## src/rtl/sioc_consts.vh

```
// Constants for the servo I/O signal conditioning block
`ifndef SIOC_CONSTS_VH
`define SIOC_CONSTS_VH

// Register byte offsets on the Wishbone slave
`define SIOC_OFF_OUT_SEL1 8'h00
`define SIOC_OFF_OUT_SEL2 8'h04
`define SIOC_OFF_OUT_SEL3 8'h08
`define SIOC_OFF_IN_FILT 8'h0C
`define SIOC_OFF_STOP_FN 8'h10
`define SIOC_OFF_RSVD_A 8'h14
`define SIOC_OFF_CLR_FN 8'h18
`define SIOC_OFF_RSVD_B 8'h1C
`define SIOC_OFF_WARN_FN 8'h20
`define SIOC_OFF_RSVD_C 8'h24
`define SIOC_OFF_STATE 8'h28
`define SIOC_OFF_IRQ_STAT 8'h2C
`define SIOC_OFF_IRQ_MASK 8'h30

// Reset values
`define SIOC_RST_OUT_SEL1 16'h0004
`define SIOC_RST_OUT_SEL2 16'h0002
`define SIOC_RST_OUT_SEL3 16'h0005
`define SIOC_RST_IN_FILT 16'h0002
`define SIOC_RST_STOP_FN 16'h0000
`define SIOC_RST_CLR_FN 16'h0000
`define SIOC_RST_WARN_FN 16'h0000
`define SIOC_RST_RSVD 16'h0000
`define SIOC_RST_IRQ 4'h0

// Field positions
`define SIOC_SEL_MSB 5
`define SIOC_FILT_LSB 0
`define SIOC_ACF_BIT 4
`define SIOC_DCF_BIT 8
`define SIOC_STOP_BIT 0
`define SIOC_BASE_BIT 4
`define SIOC_TOUGH_BIT 8
`define SIOC_CLRMODE_BIT 0
`define SIOC_WNG_ON_BIT 4
`define SIOC_ALM_ON_BIT 5

// Filter times in microseconds, clock in MHz
`define SIOC_CLK_MHZ 100
`define SIOC_FILT1_US 1777
`define SIOC_FILT2_US 3555
`define SIOC_FILT3_US 5333
`define SIOC_DED_US 50000

`endif

```

## src/rtl/sioc_top.v

```verilog
// Servo I/O signal conditioning: output routing, input filters, stop and clear control
//
// Our own choices: the Wishbone slave port and the register offsets.
`include "sioc_consts.vh"

module sioc_top #(
    parameter FILT1_CYC = `SIOC_FILT1_US * `SIOC_CLK_MHZ,
    parameter FILT2_CYC = `SIOC_FILT2_US * `SIOC_CLK_MHZ,
    parameter FILT3_CYC = `SIOC_FILT3_US * `SIOC_CLK_MHZ,
    parameter DED_CYC = `SIOC_DED_US * `SIOC_CLK_MHZ,
    parameter [5:0] TOUGH_CODE = 6'h0D,
    parameter [5:0] WARN_CODE = 6'h07,
    parameter [5:0] TROUBLE_CODE = 6'h03
) (
    input wire CLK,
    input wire RST_N,
    input wire WB_CYC_I,
    input wire WB_STB_I,
    input wire WB_WE_I,
    input wire [7:0] WB_ADR_I,
    input wire [3:0] WB_SEL_I,
    input wire [31:0] WB_DAT_I,
    output reg [31:0] WB_DAT_O,
    output reg WB_ACK_O,
    input wire ALARM_CLEAR_INPUT,
    input wire DROOP_CLEAR_INPUT,
    input wire FORWARD_LIMIT_INPUT,
    input wire REVERSE_LIMIT_INPUT,
    input wire [63:0] DEVICE_STATE,
    input wire WARNING_PRESENT,
    input wire ALARM_PRESENT,
    input wire POWER_FAIL_TOUGH,
    input wire OVERLOAD_TOUGH,
    input wire POSITION_MODE,
    output reg OUT_PIN_FIRST,
    output reg OUT_PIN_SECOND,
    output reg OUT_PIN_THIRD,
    output reg POWER_STAGE_ENABLE,
    output reg TOUGH_DRIVE_FLAG,
    output reg SUDDEN_STOP,
    output reg SLOW_STOP,
    output reg DROOP_CLEAR,
    output reg IRQ
);

    localparam CW = 23;
    // Filter limits as counts minus one, cut to the counter width on purpose
    localparam integer LIM1_I = FILT1_CYC - 1;
    localparam integer LIM2_I = FILT2_CYC - 1;
    localparam integer LIM3_I = FILT3_CYC - 1;
    localparam integer LIMD_I = DED_CYC - 1;
    localparam [CW-1:0] LIM1 = LIM1_I[CW-1:0];
    localparam [CW-1:0] LIM2 = LIM2_I[CW-1:0];
    localparam [CW-1:0] LIM3 = LIM3_I[CW-1:0];
    localparam [CW-1:0] LIMD = LIMD_I[CW-1:0];
    // Input index order: forward limit, reverse limit, alarm clear, droop clear
    localparam NIN = 4;

    // Software-visible configuration and interrupt registers
    reg [15:0] output_select_first;
    reg [15:0] output_select_second;
    reg [15:0] output_select_third;
    reg [15:0] input_filter_config;
    reg [15:0] stop_and_base_function;
    reg [15:0] droop_clear_function;
    reg [15:0] warning_output_function;
    reg [3:0] irq_status;
    reg [3:0] irq_mask;

    // Synchroniser, filter and edge-history state
    reg [NIN-1:0] sync_a;
    reg [NIN-1:0] sync_b;
    wire [NIN-1:0] filt;
    wire [1:0] ded;
    reg [NIN-1:0] filt_d;
    reg [CW-1:0] filt_lim;

    // Bus decode, conditioned inputs, decoded function bits and internal devices
    wire bus_req;
    wire bus_wr;
    wire stop_slow;
    wire base_keep;
    wire tough_ovl;
    wire clr_level;
    wire [NIN-1:0] cond;
    wire alarm_clear_input;
    wire droop_clear_input;
    wire limit_reached;
    wire [3:0] events;
    reg warning_output;
    reg trouble_output;
    reg tough_drive_flag;
    reg [63:0] dev_vec;
    reg [31:0] next_dat;
    reg next_droop_clear;

    // Byte-lane merge of a 16-bit register
    function [15:0] sioc_merge;
        input [15:0] old;
        input [31:0] dat;
        input [3:0] sel;
        begin
            sioc_merge[7:0] = sel[0] ? dat[7:0] : old[7:0];
            sioc_merge[15:8] = sel[1] ? dat[15:8] : old[15:8];
        end
    endfunction

    assign bus_req = WB_CYC_I & WB_STB_I & ~WB_ACK_O;
    assign bus_wr = bus_req & WB_WE_I;

    // Function-select bits, named once so the control logic reads plainly
    assign stop_slow = stop_and_base_function[`SIOC_STOP_BIT];
    assign base_keep = stop_and_base_function[`SIOC_BASE_BIT];
    assign tough_ovl = stop_and_base_function[`SIOC_TOUGH_BIT];
    assign clr_level = droop_clear_function[`SIOC_CLRMODE_BIT];

    // Two-stage synchronisers for the field inputs
    always @(posedge CLK or negedge RST_N) begin
        if (!RST_N) begin
            sync_a <= 4'h0;
            sync_b <= 4'h0;
        end else begin
            sync_a <= {DROOP_CLEAR_INPUT, ALARM_CLEAR_INPUT, REVERSE_LIMIT_INPUT,
                       FORWARD_LIMIT_INPUT};
            sync_b <= sync_a;
        end
    end

    // Selected general filter length, registered to keep the decode off the counters
    always @(posedge CLK or negedge RST_N) begin
        if (!RST_N) begin
            filt_lim <= {CW{1'b0}};
        end else begin
            case (input_filter_config[`SIOC_FILT_LSB+1:`SIOC_FILT_LSB])
                2'd1: filt_lim <= LIM1;
                2'd2: filt_lim <= LIM2;
                2'd3: filt_lim <= LIM3;
                default: filt_lim <= {CW{1'b0}};
            endcase
        end
    end

    // General filter per input: a level is taken only after it held for the whole time
    genvar gi;
    generate
        for (gi = 0; gi < NIN; gi = gi + 1) begin : g_filt
            reg [CW-1:0] cnt;
            reg val;
            // Each accepted level has a flip-flop of its own, so every bit has one driver
            assign filt[gi] = val;
            always @(posedge CLK or negedge RST_N) begin
                if (!RST_N) begin
                    cnt <= {CW{1'b0}};
                    val <= 1'b0;
                end else if (sync_b[gi] == val) begin
                    cnt <= {CW{1'b0}};
                end else if (cnt >= filt_lim) begin
                    val <= sync_b[gi];
                    cnt <= {CW{1'b0}};
                end else begin
                    cnt <= cnt + 1'b1;
                end
            end
        end
    endgenerate

    // Dedicated 50 ms filters for alarm clear and droop clear, bypassed when disabled
    generate
        for (gi = 0; gi < 2; gi = gi + 1) begin : g_ded
            reg [CW-1:0] cnt;
            wire en;
            reg val;
            assign en = (gi == 0) ? input_filter_config[`SIOC_ACF_BIT]
                                  : input_filter_config[`SIOC_DCF_BIT];
            assign ded[gi] = val;
            always @(posedge CLK or negedge RST_N) begin
                if (!RST_N) begin
                    cnt <= {CW{1'b0}};
                    val <= 1'b0;
                end else if (!en) begin
                    val <= filt[gi+2];
                    cnt <= {CW{1'b0}};
                end else if (filt[gi+2] == val) begin
                    cnt <= {CW{1'b0}};
                end else if (cnt >= LIMD) begin
                    val <= filt[gi+2];
                    cnt <= {CW{1'b0}};
                end else begin
                    cnt <= cnt + 1'b1;
                end
            end
        end
    endgenerate

    // Conditioned inputs; a limit switch that goes off means the stroke end is reached
    assign alarm_clear_input = ded[0];
    assign droop_clear_input = ded[1];
    assign cond = {droop_clear_input, alarm_clear_input, filt[1:0]};
    assign limit_reached = ~filt[0] | ~filt[1];

    // Events: limit reached on either side, alarm clear and droop clear rising
    assign events = {cond[3] & ~filt_d[3],
                     cond[2] & ~filt_d[2],
                     ~cond[1] & filt_d[1],
                     ~cond[0] & filt_d[0]};

    // Warning and trouble outputs and tough-drive flag as internal devices
    always @* begin
        warning_output = WARNING_PRESENT & warning_output_function[`SIOC_WNG_ON_BIT];
        trouble_output = ALARM_PRESENT |
                         (WARNING_PRESENT & warning_output_function[`SIOC_ALM_ON_BIT]);
        tough_drive_flag = POWER_FAIL_TOUGH |
                           (OVERLOAD_TOUGH & tough_ovl);
        dev_vec = DEVICE_STATE;
        dev_vec[TOUGH_CODE] = tough_drive_flag;
        dev_vec[WARN_CODE] = warning_output;
        dev_vec[TROUBLE_CODE] = trouble_output;
    end

    // Droop clear request: edge or level mode, plus sudden stop in position mode
    always @* begin
        if (clr_level) begin
            next_droop_clear = droop_clear_input;
        end else begin
            next_droop_clear = droop_clear_input & ~filt_d[3];
        end
        if (limit_reached & ~stop_slow & POSITION_MODE) begin
            next_droop_clear = 1'b1;
        end
    end

    // Output pins follow the device each selector names, one cycle behind
    always @(posedge CLK or negedge RST_N) begin
        if (!RST_N) begin
            OUT_PIN_FIRST <= 1'b0;
            OUT_PIN_SECOND <= 1'b0;
            OUT_PIN_THIRD <= 1'b0;
        end else begin
            OUT_PIN_FIRST <= dev_vec[output_select_first[`SIOC_SEL_MSB:0]];
            OUT_PIN_SECOND <= dev_vec[output_select_second[`SIOC_SEL_MSB:0]];
            OUT_PIN_THIRD <= dev_vec[output_select_third[`SIOC_SEL_MSB:0]];
        end
    end

    // Drive controls, all from flip-flops so the amplifier sees no decode glitches
    always @(posedge CLK or negedge RST_N) begin
        if (!RST_N) begin
            POWER_STAGE_ENABLE <= 1'b0;
            TOUGH_DRIVE_FLAG <= 1'b0;
            SUDDEN_STOP <= 1'b0;
            SLOW_STOP <= 1'b0;
            DROOP_CLEAR <= 1'b0;
        end else begin
            POWER_STAGE_ENABLE <= ~(alarm_clear_input & ~base_keep);
            TOUGH_DRIVE_FLAG <= tough_drive_flag;
            SUDDEN_STOP <= limit_reached & ~stop_slow;
            SLOW_STOP <= limit_reached & stop_slow;
            DROOP_CLEAR <= next_droop_clear;
        end
    end

    // Edge history for the event detectors, and the interrupt level
    always @(posedge CLK or negedge RST_N) begin
        if (!RST_N) begin
            filt_d <= 4'h0;
            IRQ <= 1'b0;
        end else begin
            filt_d <= cond;
            IRQ <= |(irq_status & irq_mask);
        end
    end

    // Configuration registers; reserved words hold zero and ignore writes
    always @(posedge CLK or negedge RST_N) begin
        if (!RST_N) begin
            output_select_first <= `SIOC_RST_OUT_SEL1;
            output_select_second <= `SIOC_RST_OUT_SEL2;
            output_select_third <= `SIOC_RST_OUT_SEL3;
            input_filter_config <= `SIOC_RST_IN_FILT;
            stop_and_base_function <= `SIOC_RST_STOP_FN;
            droop_clear_function <= `SIOC_RST_CLR_FN;
            warning_output_function <= `SIOC_RST_WARN_FN;
            irq_mask <= `SIOC_RST_IRQ;
        end else if (bus_wr) begin
            case (WB_ADR_I)
                `SIOC_OFF_OUT_SEL1:
                    output_select_first <= sioc_merge(output_select_first, WB_DAT_I, WB_SEL_I);
                `SIOC_OFF_OUT_SEL2:
                    output_select_second <= sioc_merge(output_select_second, WB_DAT_I, WB_SEL_I);
                `SIOC_OFF_OUT_SEL3:
                    output_select_third <= sioc_merge(output_select_third, WB_DAT_I, WB_SEL_I);
                `SIOC_OFF_IN_FILT:
                    input_filter_config <= sioc_merge(input_filter_config, WB_DAT_I, WB_SEL_I);
                `SIOC_OFF_STOP_FN:
                    stop_and_base_function <= sioc_merge(stop_and_base_function, WB_DAT_I,
                                                         WB_SEL_I);
                `SIOC_OFF_CLR_FN:
                    droop_clear_function <= sioc_merge(droop_clear_function, WB_DAT_I, WB_SEL_I);
                `SIOC_OFF_WARN_FN:
                    warning_output_function <= sioc_merge(warning_output_function, WB_DAT_I,
                                                          WB_SEL_I);
                `SIOC_OFF_IRQ_MASK: begin
                    if (WB_SEL_I[0]) begin
                        irq_mask <= WB_DAT_I[3:0];
                    end
                end
                default: begin
                end
            endcase
        end
    end

    // Sticky event bits; a new event in the clearing cycle wins over the clear
    always @(posedge CLK or negedge RST_N) begin
        if (!RST_N) begin
            irq_status <= `SIOC_RST_IRQ;
        end else if (bus_wr && WB_ADR_I == `SIOC_OFF_IRQ_STAT && WB_SEL_I[0]) begin
            irq_status <= (irq_status & ~WB_DAT_I[3:0]) | events;
        end else begin
            irq_status <= irq_status | events;
        end
    end

    // Read mux; unmapped and reserved offsets read zero
    always @* begin
        next_dat = 32'h0000_0000;
        case (WB_ADR_I)
            `SIOC_OFF_OUT_SEL1: next_dat[15:0] = output_select_first;
            `SIOC_OFF_OUT_SEL2: next_dat[15:0] = output_select_second;
            `SIOC_OFF_OUT_SEL3: next_dat[15:0] = output_select_third;
            `SIOC_OFF_IN_FILT: next_dat[15:0] = input_filter_config;
            `SIOC_OFF_STOP_FN: next_dat[15:0] = stop_and_base_function;
            `SIOC_OFF_RSVD_A: next_dat[15:0] = `SIOC_RST_RSVD;
            `SIOC_OFF_CLR_FN: next_dat[15:0] = droop_clear_function;
            `SIOC_OFF_RSVD_B: next_dat[15:0] = `SIOC_RST_RSVD;
            `SIOC_OFF_WARN_FN: next_dat[15:0] = warning_output_function;
            `SIOC_OFF_RSVD_C: next_dat[15:0] = `SIOC_RST_RSVD;
            `SIOC_OFF_STATE: next_dat[9:0] = {POWER_STAGE_ENABLE, DROOP_CLEAR, SLOW_STOP,
                                              SUDDEN_STOP, TOUGH_DRIVE_FLAG, 1'b0, cond};
            `SIOC_OFF_IRQ_STAT: next_dat[3:0] = irq_status;
            `SIOC_OFF_IRQ_MASK: next_dat[3:0] = irq_mask;
            default: next_dat = 32'h0000_0000;
        endcase
    end

    // Wishbone answer: one wait state, ack drops the cycle after it was given
    always @(posedge CLK or negedge RST_N) begin
        if (!RST_N) begin
            WB_ACK_O <= 1'b0;
            WB_DAT_O <= 32'h0000_0000;
        end else begin
            WB_ACK_O <= bus_req;
            if (bus_req && !WB_WE_I) begin
                WB_DAT_O <= next_dat;
            end
        end
    end

endmodule

```

## config.mk

```make
export PLATFORM = sky130hd
export DESIGN_NAME = sioc_top
export DESIGN_NICKNAME = d
export VERILOG_FILES = /design/src/rtl/sioc_top.v
export VERILOG_INCLUDE_DIRS = /design/src /design/src/rtl
export SDC_FILE = /design/constraint.sdc
export NUM_CORES = 1
export LEC_CHECK = 0
export ABC_AREA = 1
export BUFFER_PORTS_ARGS = -buffer_cell sky130_fd_sc_hd__buf_2
export CORE_MARGIN = 5
export CORE_UTILIZATION = 50
export DETAILED_ROUTE_END_ITERATION = 12
export PLACE_DENSITY_LB_ADDON = 0.2
export SYNTH_ARGS = -nofsm -noshare
export SYNTH_HDL_FRONTEND = slang
export SYNTH_SLANG_ARGS = --single-unit
```

## constraint.sdc

```tcl
create_clock -name CLK -period 2.4 [get_ports CLK]
set_input_delay 0.48 -clock CLK [delete_from_list [all_inputs] [get_ports CLK]]
set_output_delay 0.48 -clock CLK [all_outputs]
set_load 0.03 [all_outputs]
```

==> impl_metrics.yaml <==
critical_path:
  required_ps: 2830
  r2r_slack_ps: 220
  cp_data_arrival_time_ps: 2620
  setup.worst_path.start_class: "flop"
  crit_fanout: 8
  endpoint_kind: "flop"
  crit_type: "reg -> reg"
clock_network:
  cts_buffers: 36
  cts_num_sinks: 308
  cts_root_buffer: "clkbuf_16"
  path_clk_slew_ps: 60
  clock_path_buffers: 3
  cts_tree: "done"
  htree_levels: 2
  insertion_delay_ps: 540
placement:
  numPortBuffers: 126
  placed_cells: 3065
  place_ws_ps: 118
  gp_congestion: 0.908
  dp_hpwl_um: 35300
pwr:
  internal_power_mw: 8.92
  power.density_nw_per_um2: 558
  p_switching_mw: 2.82
  p_sw_frac: 0.241
  pwr-share-comb: 0.061
  seq_power_share: 0.451
  peakVddDrop_mv: 0.582
  p_leak_nw: 10.3
  clkPwrFrac: 0.487
  power_mw: 11.7
sta:
  post-route-period-util: 0.909
  worst_slack_ps: 218
  slew_headroom: 0.464
  drv_slew: 0
  fin_setup_tns_ps: 0
  setup_violations: 0
  finClkSkew_ps: 23.5
  finalHoldViolations: 0
  max_freq_ghz: 0.458
  rsz0062_at_grt: "false"
  min_period_ps: 2180
  tightestPinTransition_ps: 803
global_routing:
  overflow: 0
  grt_use_total: 0.238
  grt_pass1_vias: 16300
  grt_use_met3: 0.0370
  top_usage_layer: "met2"
  use_met1: 0.345
  met2_usage: 0.383
  grt_pass1_wl_um: 82300
  grt_antenna_before_repair: 0
  grt_max_degree: 65
yosys:
  synthTopCellsByCount: "nand2_1, dfrtp_1, nor2_1"
  yosysUniqueCellTypes: 52
  synth_top_family_by_area: "simple AND/OR/NAND/NOR gates"
  synth_most_common_cell: "nand2_1"
  synth_top_area_frac: 0.406
  synth_compound_area_frac: 0.0785
  postSynthAreaPerCell_um2: 7.48
  syn_inst: 2495
  synth_edf_count: 0
  ys_warn_count: 0
  yosys_most_used_dff: "dfrtp_1"
  ys_ff_latch: 308
  synth-simple-area-share: 0.341
  syn_area_um2: 18700
  async_flop_share: 1.00
  synth_mux_area_frac: 0
  synthAdderAreaFrac: 0.0556
  netlist_top_cells_area: "dfrtp_1, nand2_1, nand3_1"
  yosysTopAreaCell: "dfrtp_1"
  synth_xor_area_frac: 0.0357
  seq_area_frac_synth: 0.413
layout:
  seqCellArea_um2: 7710
  n_antenna_cell: 0
  nNetsFinal: 2841
  fill_cells: 3375
  drive_above_1_share: 0.113
  fin_cells: 3132
  multi_input_area_um2: 9630
  area_growth_pct: 12.7
run:
  cap_violations: 0
min_path:
  hold_class: "in -> reg"
routing:
  drt_wl_total_um: 49400
  drt-initial-drc-count: 1391
  via_count: 16800
  viasPerCell: 5.36
  antenna_left: 0
  drc_errors: 0
  wl_per_cell_um: 15.8
  dr.pass1.iters: 6
floorplan:
  die_area_um2: 41300
  coreArea_um2: 36700
  rows: 70
  die_width_um: 203
  io_pins: 164
  die_y_um: 203
  initial_core_util: 0.509
status:
  outcome: "finished clean"
==> critical path: stages (launching register included) <==
cell,delay [ps]
dfrtp_1,390
inv_1,240
buf_4,220
ha_1,260
nand2_1,80
nor2_1,40
nand2_1,50
nand3_1,80
nand2_1,80
nand4_1,330
nor3b_1,310
==> cells by family after synthesis <==
family / Yosys count
AOI/OAI and AO/OA: 269
adders and majority gates: 83
xor gates and xnor gates: 76
DFF: 308
and+or+nand+nor: 1450
buffers and inverters: 308
other: 1
==> placed cells by master, fill, tap and decap left out, types with 19 or more instances in the layout <==
cell,count
dfrtp_1,303
a21oi_1,51
nor2_1,284
nor3_1,47
o21ai_0,155
nand4_1,53
buf_2,125
nand2_1,764
ha_1,83
nand3_1,226
inv_1,214
xor2_1,57
clkbuf_16,36
buf_4,29
conb_1,24
xnor2_1,19
o211ai_1,26
==> worst paths after layout <==
check	from	cells past startpoint	to
setup / recovery	filt_lim[13]$_DFF_PN0_	10	g_filt[0].cnt[19]$_DFF_PN0_
hold / removal	DROOP_CLEAR_INPUT	1	sync_a[3]$_DFF_PN0_
setup reg to reg	filt_lim[13]$_DFF_PN0_	10	g_filt[0].cnt[19]$_DFF_PN0_
hold reg to reg	sync_a[0]$_DFF_PN0_	0	sync_b[0]$_DFF_PN0_
max in group asynchronous	RST_N	3	droop_clear_function[1]$_DFFE_PN0P_
min in group asynchronous	RST_N	2	g_filt[0].cnt[20]$_DFF_PN0_
==> flip-flops by register name, indices dropped and copies added (netlist names), 4 cells and up <==
name / count
irq_status: 4
droop_clear_function: 16
warning_output_function: 16
filt_d: 4
g_ded.cnt: 46
input_filter_config: 16
output_select_second: 16
sync_b: 4
g_filt.val: 4
sync_a: 4
WB_DAT_O: 16
output_select_third: 16
irq_mask: 4
filt_lim: 6
output_select_first: 16
stop_and_base_function: 16
g_filt.cnt: 92
==> cell type report <==
cell class | count | area share
inverters | 227 | 0.0411
multi-input cells | 1902 | 0.458
flip-flops and latches | 308 | 0.367
clock buffers | 51 | 0.0508
clock inverters | 15 | 0.00922
well taps | 468 | 0.0278
repair buffers | 161 | 0.0461
==> power by group through the flow <==
stage / sequential (mW) / combinational [mW] / clock, mW
2_1_floorplan: 5.40 / 0.364 / 0
3_3_place_gp: 5.39 / 0.702 / 0
5_1_grt: 5.30 / 0.811 / 6.06
4_1_cts: 5.30 / 0.722 / 5.83
6_report: 5.30 / 0.719 / 5.72
3_5_place_dp: 5.39 / 0.717 / 0
==> timing repair <==
item | in CTS | in global routing
buffers inserted | 0 | 0
hold buffers | 1 | 0
resized for setup | 0 | 1
endpoints found under the setup margin | 0 | 19
endpoints found under the hold margin | 48 | 0
==> per-stage QoR <==
stage	instance area, um2	hold slack [ps]	util
floorplan	18700	184	-
global placement	19700	335	0.538
detailed placement	19700	337	0.538
CTS	21000	32.6	0.573
global route	21000	34.3	0.573
finish	21000	56.9	0.573
==> layer usage <==
layer | vias up | wire (um)
li1 | 8361 | -
met1 | 7856 | 23200
met2 | 514 | 22000
met3 | 65 | 3230
met4 | 0 | 870
met5 | - | 0
Note: power is estimated with default switching activity, not from simulation.
